File: src/ucf_pkg.sv
// Constants, register map and types for the UART channel FIFO block.
// Assumes a single 20 MHz clock domain and an AXI4-Lite register bus.
package ucf_pkg;
   localparam int          DEPTH       = 64;
   localparam int          CNT_W       = 7;
   localparam int          ERR_W       = 2;
   localparam int          FW          = 8 + ERR_W;
   localparam int          ERR_FRAME   = 8;
   localparam int          ERR_BREAK   = 9;
   localparam int          AXI_AW      = 8;
   localparam logic [7:0]  REG_RXDATA  = 8'h00;
   localparam logic [7:0]  REG_TXDATA  = 8'h04;
   localparam logic [7:0]  REG_FCTL    = 8'h08;
   localparam logic [7:0]  REG_LINECTL = 8'h0C;
   localparam logic [7:0]  REG_EFR     = 8'h10;
   localparam logic [7:0]  REG_STATUS  = 8'h14;
   localparam int          FC_EN       = 0;
   localparam int          FC_RXCLR    = 1;
   localparam int          FC_TXCLR    = 2;
   localparam int          FC_DMA      = 3;
   localparam int          FC_TXT      = 4;
   localparam int          FC_RXT      = 6;
   localparam int          EFR_ENH     = 4;
   localparam logic [7:0]  EFR_ENH_MSK = 8'h10;
   localparam int          RD_VALID    = 16;
   localparam int          ST_RXCNT    = 0;
   localparam int          ST_TXCNT    = 8;
   localparam int          ST_RXTRG    = 16;
   localparam int          ST_TXTRG    = 17;
   localparam int          ST_FEN      = 18;
   localparam int          ST_DMA      = 19;
   localparam int          ST_OVR      = 20;
   localparam int          ST_TXBSY    = 21;
   localparam logic [2:0]  WL_MIN_LAST = 3'h4;
   localparam logic [1:0]  RESP_OKAY   = 2'h0;
   localparam logic [1:0]  RESP_SLVERR = 2'h2;
   localparam logic [15:0] BIT_DIV_DEF = 16'h0010;

   typedef enum logic [1:0] {RX_IDLE, RX_START, RX_DATA, RX_STOP}
      ucf_rx_state_t;
   typedef enum logic [1:0] {TX_IDLE, TX_START, TX_DATA, TX_STOP}
      ucf_tx_state_t;

   function automatic logic [CNT_W-1:0] ucf_rx_level(input logic [1:0] c);
      case (c)
         2'h0:    ucf_rx_level = 7'h08;
         2'h1:    ucf_rx_level = 7'h10;
         2'h2:    ucf_rx_level = 7'h38;
         default: ucf_rx_level = 7'h3C;
      endcase
   endfunction : ucf_rx_level

   function automatic logic [CNT_W-1:0] ucf_tx_level(input logic [1:0] c);
      case (c)
         2'h0:    ucf_tx_level = 7'h08;
         2'h1:    ucf_tx_level = 7'h10;
         2'h2:    ucf_tx_level = 7'h20;
         default: ucf_tx_level = 7'h38;
      endcase
   endfunction : ucf_tx_level
endpackage : ucf_pkg

File: src/ucf_fifo.sv
// Flip-flop FIFO with clear and a one-entry mode for disabled operation.
// Assumes push and pop come from logic on the same clock.
`timescale 1ns/1ps
module ucf_fifo #(
   parameter int WIDTH = 10,
   parameter int DEPTH = 64,
   parameter int AW    = $clog2(DEPTH),
   parameter int CW    = $clog2(DEPTH + 1)
) (
   input  wire logic             clk,
   input  wire logic             nrst,
   input  wire logic             clear,
   input  wire logic             oneDeep,
   input  wire logic             overwrite,
   input  wire logic             push,
   input  wire logic [WIDTH-1:0] pushData,
   input  wire logic             pop,
   output logic      [WIDTH-1:0] head,
   output logic      [CW-1:0]    count,
   output logic                  full,
   output logic                  empty
);
   typedef struct packed {
      logic [DEPTH-1:0][WIDTH-1:0] mem;
      logic [AW-1:0]               wrPtr;
      logic [AW-1:0]               rdPtr;
      logic [CW-1:0]               count;
   } ucf_fifo_state_t;

   ucf_fifo_state_t st;
   ucf_fifo_state_t next_st;
   logic            doPush;
   logic            doPop;
   logic            grow;

   always_comb begin
      next_st = st;
      full    = oneDeep ? (st.count != '0) : (st.count == CW'(DEPTH));
      empty   = (st.count == '0);
      head    = st.mem[st.rdPtr];
      count   = st.count;
      doPop   = pop && !empty;
      doPush  = push && (!full || doPop || (oneDeep && overwrite));
      grow    = doPush && !(full && !doPop);
      if (doPop) begin
         next_st.rdPtr = oneDeep ? '0 : st.rdPtr + 1'b1;
      end
      if (doPush) begin
         next_st.mem[oneDeep ? '0 : st.wrPtr] = pushData;
         next_st.wrPtr = oneDeep ? '0 : st.wrPtr + 1'b1;
      end
      next_st.count = st.count + CW'(grow) - CW'(doPop);
      if (clear) begin
         next_st.wrPtr = '0;
         next_st.rdPtr = '0;
         next_st.count = '0;
      end
   end

   always_ff @(posedge clk or negedge nrst) begin
      if (!nrst) begin
         st <= '0;
      end else begin
         st <= next_st;
      end
   end
endmodule : ucf_fifo

File: src/ucf_channel.sv
// UART channel: receive and transmit holding FIFOs, shift registers and
// FIFO control, reached over AXI4-Lite. Assumes one clock and that the
// bus master follows AXI4-Lite handshakes.
`timescale 1ns/1ps
module ucf_channel #(
   parameter logic [15:0] BIT_DIV = ucf_pkg::BIT_DIV_DEF
) (
   input  wire logic                      clk,
   input  wire logic                      nrst,
   input  wire logic [ucf_pkg::AXI_AW-1:0] awaddr,
   input  wire logic                      awvalid,
   output logic                           awready,
   input  wire logic [31:0]               wdata,
   input  wire logic [3:0]                wstrb,
   input  wire logic                      wvalid,
   output logic                           wready,
   output logic [1:0]                     bresp,
   output logic                           bvalid,
   input  wire logic                      bready,
   input  wire logic [ucf_pkg::AXI_AW-1:0] araddr,
   input  wire logic                      arvalid,
   output logic                           arready,
   output logic [31:0]                    rdata,
   output logic [1:0]                     rresp,
   output logic                           rvalid,
   input  wire logic                      rready,
   input  wire logic                      rxd,
   output logic                           txd,
   output logic                           rxTrigger,
   output logic                           txTrigger,
   output logic                           dmaMode
);
   typedef struct packed {
      logic                         awready;
      logic                         wready;
      logic                         bvalid;
      logic [1:0]                   bresp;
      logic                         awHeld;
      logic                         wHeld;
      logic [ucf_pkg::AXI_AW-1:0]   awAddr;
      logic [7:0]                   wData;
      logic                         wStrb0;
      logic                         arready;
      logic                         rvalid;
      logic [1:0]                   rresp;
      logic [31:0]                  rdata;
      logic                         fifoEn;
      logic                         dmaMode;
      logic [1:0]                   rxTrigCode;
      logic [1:0]                   txTrigCode;
      logic [7:0]                   lineCtl;
      logic [7:0]                   enhanced_feature_reg;
      logic                         rxOverrun;
      logic                         rxTrigger;
      logic                         txTrigger;
      logic                         rxS1;
      logic                         rxS2;
      ucf_pkg::ucf_rx_state_t       rxState;
      logic [15:0]                  rxCnt;
      logic [2:0]                   rxBit;
      logic [7:0]                   rxShift;
      ucf_pkg::ucf_tx_state_t       txState;
      logic [15:0]                  txCnt;
      logic [7:0]                   txShift;
      logic [2:0]                   txBit;
      logic                         txd;
   } ucf_top_state_t;

   ucf_top_state_t                st;
   ucf_top_state_t                next_st;
   logic                          wrFire;
   logic [ucf_pkg::AXI_AW-1:0]    wrAddr;
   logic [7:0]                    wrData;
   logic                          rxPush;
   logic                          rxPop;
   logic                          rxClr;
   logic                          txPush;
   logic                          txPop;
   logic                          txClr;
   logic [ucf_pkg::FW-1:0]        rxChar;
   logic [ucf_pkg::FW-1:0]        rxHead;
   logic [7:0]                    txHead;
   logic [ucf_pkg::CNT_W-1:0]     rxCount;
   logic [ucf_pkg::CNT_W-1:0]     txCount;
   logic                          rxFull;
   logic                          rxEmpty;
   logic                          txFull;
   logic                          txEmpty;
   logic [2:0]                    lastBit;

   // Receive holding FIFO, one-entry overwrite when disabled
   ucf_fifo #(.WIDTH(ucf_pkg::FW), .DEPTH(ucf_pkg::DEPTH)) u_rxFifo (
      .clk       (clk),
      .nrst      (nrst),
      .clear     (rxClr),
      .oneDeep   (!st.fifoEn),
      .overwrite (1'b1),
      .push      (rxPush),
      .pushData  (rxChar),
      .pop       (rxPop),
      .head      (rxHead),
      .count     (rxCount),
      .full      (rxFull),
      .empty     (rxEmpty)
   );

   // Transmit holding FIFO, one entry without overwrite when disabled
   ucf_fifo #(.WIDTH(8), .DEPTH(ucf_pkg::DEPTH)) u_txFifo (
      .clk       (clk),
      .nrst      (nrst),
      .clear     (txClr),
      .oneDeep   (!st.fifoEn),
      .overwrite (1'b0),
      .push      (txPush),
      .pushData  (wrData),
      .pop       (txPop),
      .head      (txHead),
      .count     (txCount),
      .full      (txFull),
      .empty     (txEmpty)
   );

   always_comb begin
      next_st = st;
      rxPush  = 1'b0;
      rxPop   = 1'b0;
      rxClr   = 1'b0;
      txPush  = 1'b0;
      txPop   = 1'b0;
      txClr   = 1'b0;
      rxChar  = '0;
      lastBit = ucf_pkg::WL_MIN_LAST + {1'b0, st.lineCtl[1:0]};

      // Write address and data are taken independently
      if (awvalid && st.awready) begin
         next_st.awHeld = 1'b1;
         next_st.awAddr = awaddr;
      end
      if (wvalid && st.wready) begin
         next_st.wHeld  = 1'b1;
         next_st.wData  = wdata[7:0];
         next_st.wStrb0 = wstrb[0];
      end
      if (st.bvalid && bready) begin
         next_st.bvalid = 1'b0;
      end
      wrFire = next_st.awHeld && next_st.wHeld && next_st.wStrb0;
      wrAddr = next_st.awAddr;
      wrData = next_st.wData;
      if (next_st.awHeld && next_st.wHeld) begin
         next_st.awHeld = 1'b0;
         next_st.wHeld  = 1'b0;
         next_st.bvalid = 1'b1;
         next_st.bresp  = ucf_pkg::RESP_OKAY;
         if (wrAddr == ucf_pkg::REG_TXDATA) begin
            txPush = wrFire;
         end else if (wrAddr == ucf_pkg::REG_FCTL) begin
            if (wrFire) begin
               next_st.fifoEn  = wrData[ucf_pkg::FC_EN];
               next_st.dmaMode = wrData[ucf_pkg::FC_DMA];
               next_st.rxTrigCode = wrData[ucf_pkg::FC_RXT +: 2];
               if (st.enhanced_feature_reg[ucf_pkg::EFR_ENH]) begin
                  next_st.txTrigCode = wrData[ucf_pkg::FC_TXT +: 2];
               end
               rxClr = wrData[ucf_pkg::FC_RXCLR] ||
                       (wrData[ucf_pkg::FC_EN] != st.fifoEn);
               txClr = wrData[ucf_pkg::FC_TXCLR] ||
                       (wrData[ucf_pkg::FC_EN] != st.fifoEn);
            end
         end else if (wrAddr == ucf_pkg::REG_LINECTL) begin
            if (wrFire) begin
               next_st.lineCtl = wrData;
            end
         end else if (wrAddr == ucf_pkg::REG_EFR) begin
            if (wrFire) begin
               next_st.enhanced_feature_reg = st.enhanced_feature_reg[ucf_pkg::EFR_ENH] ? wrData :
                  (st.enhanced_feature_reg & ~ucf_pkg::EFR_ENH_MSK) |
                  (wrData & ucf_pkg::EFR_ENH_MSK);
            end
         end else if (wrAddr != ucf_pkg::REG_RXDATA &&
                      wrAddr != ucf_pkg::REG_STATUS) begin
            next_st.bresp = ucf_pkg::RESP_SLVERR;
         end
      end
      next_st.awready = !next_st.awHeld && !next_st.bvalid;
      next_st.wready  = !next_st.wHeld && !next_st.bvalid;

      // Read channel; reading the data register pops the receive FIFO
      if (st.rvalid && rready) begin
         next_st.rvalid = 1'b0;
      end
      if (arvalid && st.arready) begin
         next_st.rvalid = 1'b1;
         next_st.rresp  = ucf_pkg::RESP_OKAY;
         next_st.rdata  = '0;
         if (araddr == ucf_pkg::REG_RXDATA) begin
            next_st.rdata[ucf_pkg::FW-1:0]     = rxHead;
            next_st.rdata[ucf_pkg::RD_VALID]   = !rxEmpty;
            rxPop = 1'b1;
         end else if (araddr == ucf_pkg::REG_STATUS) begin
            next_st.rdata[ucf_pkg::ST_RXCNT +: ucf_pkg::CNT_W] = rxCount;
            next_st.rdata[ucf_pkg::ST_TXCNT +: ucf_pkg::CNT_W] = txCount;
            next_st.rdata[ucf_pkg::ST_RXTRG] = st.rxTrigger;
            next_st.rdata[ucf_pkg::ST_TXTRG] = st.txTrigger;
            next_st.rdata[ucf_pkg::ST_FEN]   = st.fifoEn;
            next_st.rdata[ucf_pkg::ST_DMA]   = st.dmaMode;
            next_st.rdata[ucf_pkg::ST_OVR]   = st.rxOverrun;
            next_st.rdata[ucf_pkg::ST_TXBSY] = st.txState != ucf_pkg::TX_IDLE;
            next_st.rxOverrun = 1'b0;
         end else if (araddr == ucf_pkg::REG_LINECTL) begin
            next_st.rdata[7:0] = st.lineCtl;
         end else if (araddr == ucf_pkg::REG_EFR) begin
            next_st.rdata[7:0] = st.enhanced_feature_reg;
         end else if (araddr != ucf_pkg::REG_FCTL &&
                      araddr != ucf_pkg::REG_TXDATA) begin
            next_st.rresp = ucf_pkg::RESP_SLVERR;
         end
      end
      next_st.arready = !next_st.rvalid;

      // Receive shifter, sampled mid-bit
      next_st.rxS1 = rxd;
      next_st.rxS2 = st.rxS1;
      next_st.rxCnt = st.rxCnt - 16'h0001;
      case (st.rxState)
         ucf_pkg::RX_IDLE: begin
            next_st.rxCnt = BIT_DIV >> 1;
            if (!st.rxS2) begin
               next_st.rxState = ucf_pkg::RX_START;
            end
         end
         ucf_pkg::RX_START: begin
            if (st.rxCnt == '0) begin
               next_st.rxCnt   = BIT_DIV - 16'h0001;
               next_st.rxBit   = '0;
               next_st.rxShift = '0;
               next_st.rxState = st.rxS2 ? ucf_pkg::RX_IDLE :
                                           ucf_pkg::RX_DATA;
            end
         end
         ucf_pkg::RX_DATA: begin
            if (st.rxCnt == '0) begin
               next_st.rxCnt = BIT_DIV - 16'h0001;
               next_st.rxShift[st.rxBit] = st.rxS2;
               next_st.rxBit = st.rxBit + 3'h1;
               if (st.rxBit == lastBit) begin
                  next_st.rxState = ucf_pkg::RX_STOP;
               end
            end
         end
         default: begin
            if (st.rxCnt == '0) begin
               rxPush = 1'b1;
               rxChar[7:0] = st.rxShift;
               rxChar[ucf_pkg::ERR_FRAME] = !st.rxS2;
               rxChar[ucf_pkg::ERR_BREAK] = !st.rxS2 && (st.rxShift == '0);
               next_st.rxState = ucf_pkg::RX_IDLE;
            end
         end
      endcase
      // Overrun set wins over the clear-on-read above
      if (rxPush && rxFull && !(rxPop && !rxEmpty)) begin
         next_st.rxOverrun = 1'b1;
      end

      // Transmit shifter
      next_st.txCnt = st.txCnt - 16'h0001;
      case (st.txState)
         ucf_pkg::TX_IDLE: begin
            next_st.txd = 1'b1;
            if (!txEmpty) begin
               txPop = 1'b1;
               next_st.txShift = txHead;
               next_st.txCnt   = BIT_DIV - 16'h0001;
               next_st.txd     = 1'b0;
               next_st.txState = ucf_pkg::TX_START;
            end
         end
         ucf_pkg::TX_START: begin
            if (st.txCnt == '0) begin
               next_st.txCnt   = BIT_DIV - 16'h0001;
               next_st.txBit   = '0;
               next_st.txd     = st.txShift[0];
               next_st.txState = ucf_pkg::TX_DATA;
            end
         end
         ucf_pkg::TX_DATA: begin
            if (st.txCnt == '0) begin
               next_st.txCnt   = BIT_DIV - 16'h0001;
               next_st.txShift = {1'b0, st.txShift[7:1]};
               next_st.txBit   = st.txBit + 3'h1;
               next_st.txd     = st.txShift[1];
               if (st.txBit == lastBit) begin
                  next_st.txd     = 1'b1;
                  next_st.txState = ucf_pkg::TX_STOP;
               end
            end
         end
         default: begin
            if (st.txCnt == '0) begin
               next_st.txState = ucf_pkg::TX_IDLE;
            end
         end
      endcase

      next_st.rxTrigger = rxCount >=
         ucf_pkg::ucf_rx_level(st.rxTrigCode);
      next_st.txTrigger = st.enhanced_feature_reg[ucf_pkg::EFR_ENH] &&
         (ucf_pkg::CNT_W'(ucf_pkg::DEPTH) - txCount >=
          ucf_pkg::ucf_tx_level(st.txTrigCode));
   end

   always_ff @(posedge clk or negedge nrst) begin
      if (!nrst) begin
         st      <= '0;
         st.txd  <= 1'b1;
         st.rxS1 <= 1'b1;
         st.rxS2 <= 1'b1;
      end else begin
         st <= next_st;
      end
   end

   assign awready   = st.awready;
   assign wready    = st.wready;
   assign bvalid    = st.bvalid;
   assign bresp     = st.bresp;
   assign arready   = st.arready;
   assign rvalid    = st.rvalid;
   assign rresp     = st.rresp;
   assign rdata     = st.rdata;
   assign txd       = st.txd;
   assign rxTrigger = st.rxTrigger;
   assign txTrigger = st.txTrigger;
   assign dmaMode   = st.dmaMode;
endmodule : ucf_channel

File: config.mk
export PLATFORM = sky130hd
export DESIGN_NAME = ucf_channel
export DESIGN_NICKNAME = d
export VERILOG_FILES = /design/src/ucf_pkg.sv /design/src/ucf_fifo.sv /design/src/ucf_channel.sv
export SDC_FILE = /design/constraint.sdc
export NUM_CORES = 2
export LEC_CHECK = 0
export ABC_AREA = 1
export BUFFER_PORTS_ARGS = -buffer_cell sky130_fd_sc_hd__buf_2
export CORE_MARGIN = 2
export CORE_UTILIZATION = 55
export DETAILED_ROUTE_END_ITERATION = 10
export PLACE_DENSITY = 0.74
export SLEW_MARGIN = 5
export SYNTH_ARGS = -nofsm -noshare
export SYNTH_HDL_FRONTEND = slang
export SYNTH_HIERARCHICAL = 1
export SYNTH_SLANG_ARGS = --single-unit
File: constraint.sdc
create_clock -name clk -period 3.6 [get_ports clk]
set_clock_uncertainty 0.15 [all_clocks]
set_input_delay 0.54 -clock clk [delete_from_list [all_inputs] [get_ports clk]]
set_output_delay 0.54 -clock clk [all_outputs]
set_load 0.01 [all_outputs]
==> load_flow_metrics.sql <==
INSERT INTO impl_metrics (metric_group, metric, value, unit) VALUES
('floorplanning', 'die_width', '350.3', 'um'),
('global_route', 'grt_pass1_vias', '53740', ''),
('pwr', 'p_switching', '0.009979', 'W'),
('yosys', 'synth_enable_flop_cells', '0', ''),
('outcome', 'status', 'complete, no violations', ''),
('yosys', 'synth.top_cells.by_area', 'sky130_fd_sc_hd__dfrtp_1 (50%), sky130_fd_sc_hd__nand2_1 (18%), sky130_fd_sc_hd__nand3_1 (7.8%), sky130_fd_sc_hd__o21ai_0 (7.3%), sky130_fd_sc_hd__inv_1 (3.2%)', ''),
('critical_path', 'critical_path_cell_list', 'nand2_2 > buf_4 > nand2_2 > nand2_2 > inv_2 > nand2_4 > nor2_4 > o21ai_0 > ha_1 > inv_1 > ha_1 > fa_1 > nand2_1 > inv_1 > o21ai_0 > nand2_1 > nor2_1 > nor3_1', ''),
('clock_network', 'htreeDepth', '4', ''),
('yosys', 'synth_top_area_share', '50.08', '%'),
('critical_path', 'critPathTopFamily', 'adder cells', ''),
('global_route', 'grtUsageTotal', '30.25', '%'),
('pwr', 'share_clk_of_total_power', '42.2', '%'),
('timing', 'tightest_slew', '0.9976', 'ns'),
('floorplanning', 'boundaryPins', '105', ''),
('timing', 'finalSetupViolCount', '0', ''),
('timing', 'timing.final.crit_period', '3.276', 'ns'),
('yosys', 'synth.lib_cells_used.distinct', '52', ''),
('yosys', 'synth.yosys.warnings', '6', ''),
('yosys', 'syn-cell-area', '0.06596', 'mm2'),
('timing', 'rsz0062_at_grt', 'no', ''),
('global_route', 'grt_pass1_wl', '295100', 'um'),
('pwr', 'cell_internal_power', '0.02513', 'W'),
('detailed_routing', 'detail_route.iter0.violations', '6648', ''),
('clock_network', 'tritoncts', 'done', ''),
('detailed_routing', 'drt-vias-per-instance', '5.623', ''),
('critical_path', 'worstPathRequired', '4.09', 'ns'),
('detailed_routing', 'route.detailed.drc', '0', ''),
('clock_network', 'cts.path.max_buffers', '3', ''),
('pwr', 'comb_power_share', '13.9', '%'),
('layout', 'drive_gt1_share', '9.641', '%'),
('critical_path', 'startpoint_type', 'flip-flop', ''),
('yosys', 'main_flop_type_after_synthesis', 'sky130_fd_sc_hd__dfrtp_1', ''),
('detailed_routing', 'postRouteAntennaNets', '0', ''),
('critical_path', 'critical-path-max-stage-delay', '0.51', 'ns'),
('clock_network', 'cts_root_buf', 'sky130_fd_sc_hd__clkbuf_16', ''),
('global_route', 'grt_antenna_before_repair', '3', ''),
('hold_path', 'hold_path_class', 'in2reg', ''),
('run', 'drv.max_cap_violation_count', '0', ''),
('critical_path', 'sort_of_element_at_the_end_of_the_critical_path', 'flip-flop', ''),
('timing', 'layout_worst_path_cycle_share', '91.00', '%'),
('yosys', 'syn_inst', '8565', ''),
('critical_path', 'critical-path-top-cell-by-count', 'sky130_fd_sc_hd__nand2_2', ''),
('layout', 'utilization', '60.75', '%'),
('yosys', 'synth-seq-cells', '1323', ''),
('yosys', 'postSynth.asyncResetShare', '100.0', '%'),
('hold_path', 'hold_path_depth', '3', ''),
('yosys', 'yosysTopAreaCell', 'sky130_fd_sc_hd__dfrtp_1', ''),
('clock_network', 'clkSlewWorstSetupHoldPaths', '0.06', 'ns'),
('floorplanning', 'rows', '127', ''),
('pwr', 'power.ir.vdd_worst', '508.2', 'uV'),
('layout', 'n_antenna_cell', '0', ''),
('layout', 'flow.area_growth_from_synthesis', '10.05', '%'),
('place', 'port_buffers', '64', ''),
('floorplanning', 'die_y', '350.3', 'um'),
('pwr', 'leakage_power', '33.84', 'nW'),
('critical_path', 'critical_path_buf_inv_count', '4', ''),
('critical_path', 'timing.critical_path.slowest_stage_cell', 'sky130_fd_sc_hd__dfrtp_1', ''),
('critical_path', 'path_depth', '18', ''),
('critical_path', 'ff2ff_path_depth', '18', ''),
('detailed_routing', 'totalWireLength', '184300', 'um'),
('yosys', 'syn-mean-instance-area', '7.701', 'um2'),
('place', 'place.gp.congestion', '0.9408', ''),
('pwr', 'power.switching_fraction', '28.43', '%'),
('yosys', 'yosysSeqAreaShare', '50.20', '%'),
('clock_network', 'clock_sink_count', '1323', ''),
('floorplanning', 'die_area', '0.1227', 'mm2'),
('pwr', 'pwr-share-seq', '43.9', '%'),
('critical_path', 'critPathArrivalTime', '3.77', 'ns'),
('pwr', 'power_density', '483.6', 'mW/mm2'),
('clock_network', 'worst_skew_pair.late_latency', '0.77', 'ns'),
('critical_path', 'max_fo_critical_path', '10', '');
[routing by layer]
layer | up-vias | track usage, % | part of all wire [%]
li1 | 26940 | - | -
met1 | 27250 | 40.75 | 41
met2 | 2253 | 48.32 | 46
met3 | 446 | 4.856 | 7.8
met4 | 2 | 13.82 | 4.6
met5 | - | 0 | 0.0038
[flip-flops by register name, summed over array words and instances (netlist names)]
register,count
u_txFifo/st,524
wready,1
rresp,1
rdata,21
bresp,1
dmaMode,1
next_st,1
awready,1
txd,1
u_rxFifo/st,652
u_txFifo/count,7
bvalid,1
arready,1
rxTrigger,1
u_rxFifo/count,7
rvalid,1
st,100
txTrigger,1
[per-stage QoR]
| stage | worst slack, ns | cells | total power [W] | cell area, um2 | hold WS, ns |
|---|---|---|---|---|---|
| 6_report | 0.3240 | 10120 | 0.03511 | 72590 | 0.05118 |
| 5_1_grt | 0.02701 | 10120 | 0.03641 | 72590 | 0.04741 |
| 3_5_place_dp | 0.1317 | 9849 | 0.02047 | 67750 | 0.1999 |
| 4_1_cts | 0.2659 | 10120 | 0.03530 | 72580 | 0.001748 |
| 3_3_place_gp | 0.1166 | 9849 | 0.02041 | 67750 | 0.1978 |
| 2_1_floorplan | 0.1520 | 8578 | 0.01855 | 66010 | 0.09441 |
[cells by family (layout without fill, tap and decap cells)]
logic type | count (synthesis) | after routing | synth area share (%)
other | 2 | 15 | 0.01139
XOR/XNOR | 27 | 27 | 0.3585
adder cells (fa/ha/maj) | 43 | 43 | 0.8384
buffers and inverters | 1244 | 1171 | 8.348
AO/OA/AOI/OAI | 1274 | 1274 | 10.19
flip-flops | 1323 | 1323 | 50.20
AND/OR/NAND/NOR | 4650 | 4650 | 30.03
multiplexers | 2 | 2 | 0.03035
[synthesized netlist by cell type (4+ instances only)]
library cell,count
sky130_fd_sc_hd__buf_2,236
sky130_fd_sc_hd__buf_4,85
sky130_fd_sc_hd__nand4_2,4
sky130_fd_sc_hd__buf_6,11
sky130_fd_sc_hd__xnor2_1,8
sky130_fd_sc_hd__ha_1,41
sky130_fd_sc_hd__nor2_1,274
sky130_fd_sc_hd__inv_1,560
sky130_fd_sc_hd__nor3_1,10
sky130_fd_sc_hd__nand2_4,4
sky130_fd_sc_hd__o211ai_1,7
sky130_fd_sc_hd__or2_2,4
sky130_fd_sc_hd__nand3_1,1025
sky130_fd_sc_hd__nand2_2,42
sky130_fd_sc_hd__o21ai_2,74
sky130_fd_sc_hd__buf_8,9
sky130_fd_sc_hd__nand4_1,34
sky130_fd_sc_hd__nor2_8,4
sky130_fd_sc_hd__o21ai_1,189
sky130_fd_sc_hd__nor3b_1,4
sky130_fd_sc_hd__xor2_1,19
sky130_fd_sc_hd__and2_1,4
sky130_fd_sc_hd__clkinv_1,23
sky130_fd_sc_hd__nor2_4,4
sky130_fd_sc_hd__nor3_2,6
sky130_fd_sc_hd__a21oi_1,35
sky130_fd_sc_hd__nor2_2,7
sky130_fd_sc_hd__nand3_4,13
sky130_fd_sc_hd__o21ai_0,957
sky130_fd_sc_hd__buf_1,46
sky130_fd_sc_hd__dfrtp_1,1320
sky130_fd_sc_hd__a31oi_2,4
sky130_fd_sc_hd__nand3_2,67
sky130_fd_sc_hd__nand2_1,3140
sky130_fd_sc_hd__clkbuf_1,253
sky130_fd_sc_hd__inv_2,15
[path summary, 6_finish.rpt]
| kind | from | to | slack [ns] |
|---|---|---|---|
| max in group asynchronous | nrst | u_txFifo/st[30]$_DFFE_PN0P_ | 1.92 |
| min in group asynchronous | nrst | u_rxFifo/st[198]$_DFFE_PN0P_ | 0.22 |
| min | wdata[6] | st[129]$_DFF_PN0_ | 0.05 |
| min reg2reg | next_st[59]$_DFF_PN1_ | st[59]$_DFF_PN1_ | 0.21 |
| max | awready$_DFF_PN0_ | u_txFifo/count[4]$_DFF_PN0_ | 0.32 |
| max reg2reg | awready$_DFF_PN0_ | u_txFifo/count[4]$_DFF_PN0_ | 0.32 |
[tightest hold or removal path, cell delays in order]
cell and delay, ns:
sky130_fd_sc_hd__buf_2 0.08, sky130_fd_sc_hd__mux2i_1 0.06, sky130_fd_sc_hd__inv_1 0.21
[cell usage in the layout (no fill, tap or decap), drive strengths merged, types with 4 or more instances in the layout]
| cell type | n |
|---|---|
| a21oi | 36 |
| nor3 | 16 |
| dlygate4sd3 | 9 |
| o21ai | 1220 |
| clkbuf | 204 |
| o211ai | 7 |
| nand2 | 3186 |
| a31oi | 5 |
| xnor2 | 8 |
| nor3b | 4 |
| bufinv | 9 |
| ha | 41 |
| clkinv | 37 |
| xor2 | 19 |
| inv | 600 |
| nand3 | 1105 |
| or2 | 4 |
| nand4 | 38 |
| conb | 15 |
| and2 | 4 |
| nor2 | 289 |
| buf | 305 |
| clkinvlp | 7 |
| dfrtp | 1320 |
[power by group through the flow]
stage | sequential, W | clock [W] | combinational (W)
after CTS | 0.0154 | 0.0151 | 0.00483
after detailed placement | 0.0157 | 0 | 0.00481
final | 0.0154 | 0.0148 | 0.00487
after global placement | 0.0157 | 0 | 0.00475
after floorplan | 0.0156 | 0 | 0.00297
after global routing | 0.0154 | 0.0157 | 0.00533
[what timing repair did]
action | in CTS | in global routing
resized for setup | 0 | 1
endpoints found under the hold margin | 94 | 0
hold buffers | 9 | 0
setup endpoints to repair | 0 | 1
buffers inserted | 0 | 1
[layout make-up]
class                      count  area (um2)
clock buffer                 204        4180
clock inverter                54       558.0
fill                       10510       46900
inverter                     599        2268
multi-input combinational   6011       27410
sequential                  1323       33130
tap                         1612        2017
timing repair buffer         314        3035
Power figures use the tool's default switching activity.
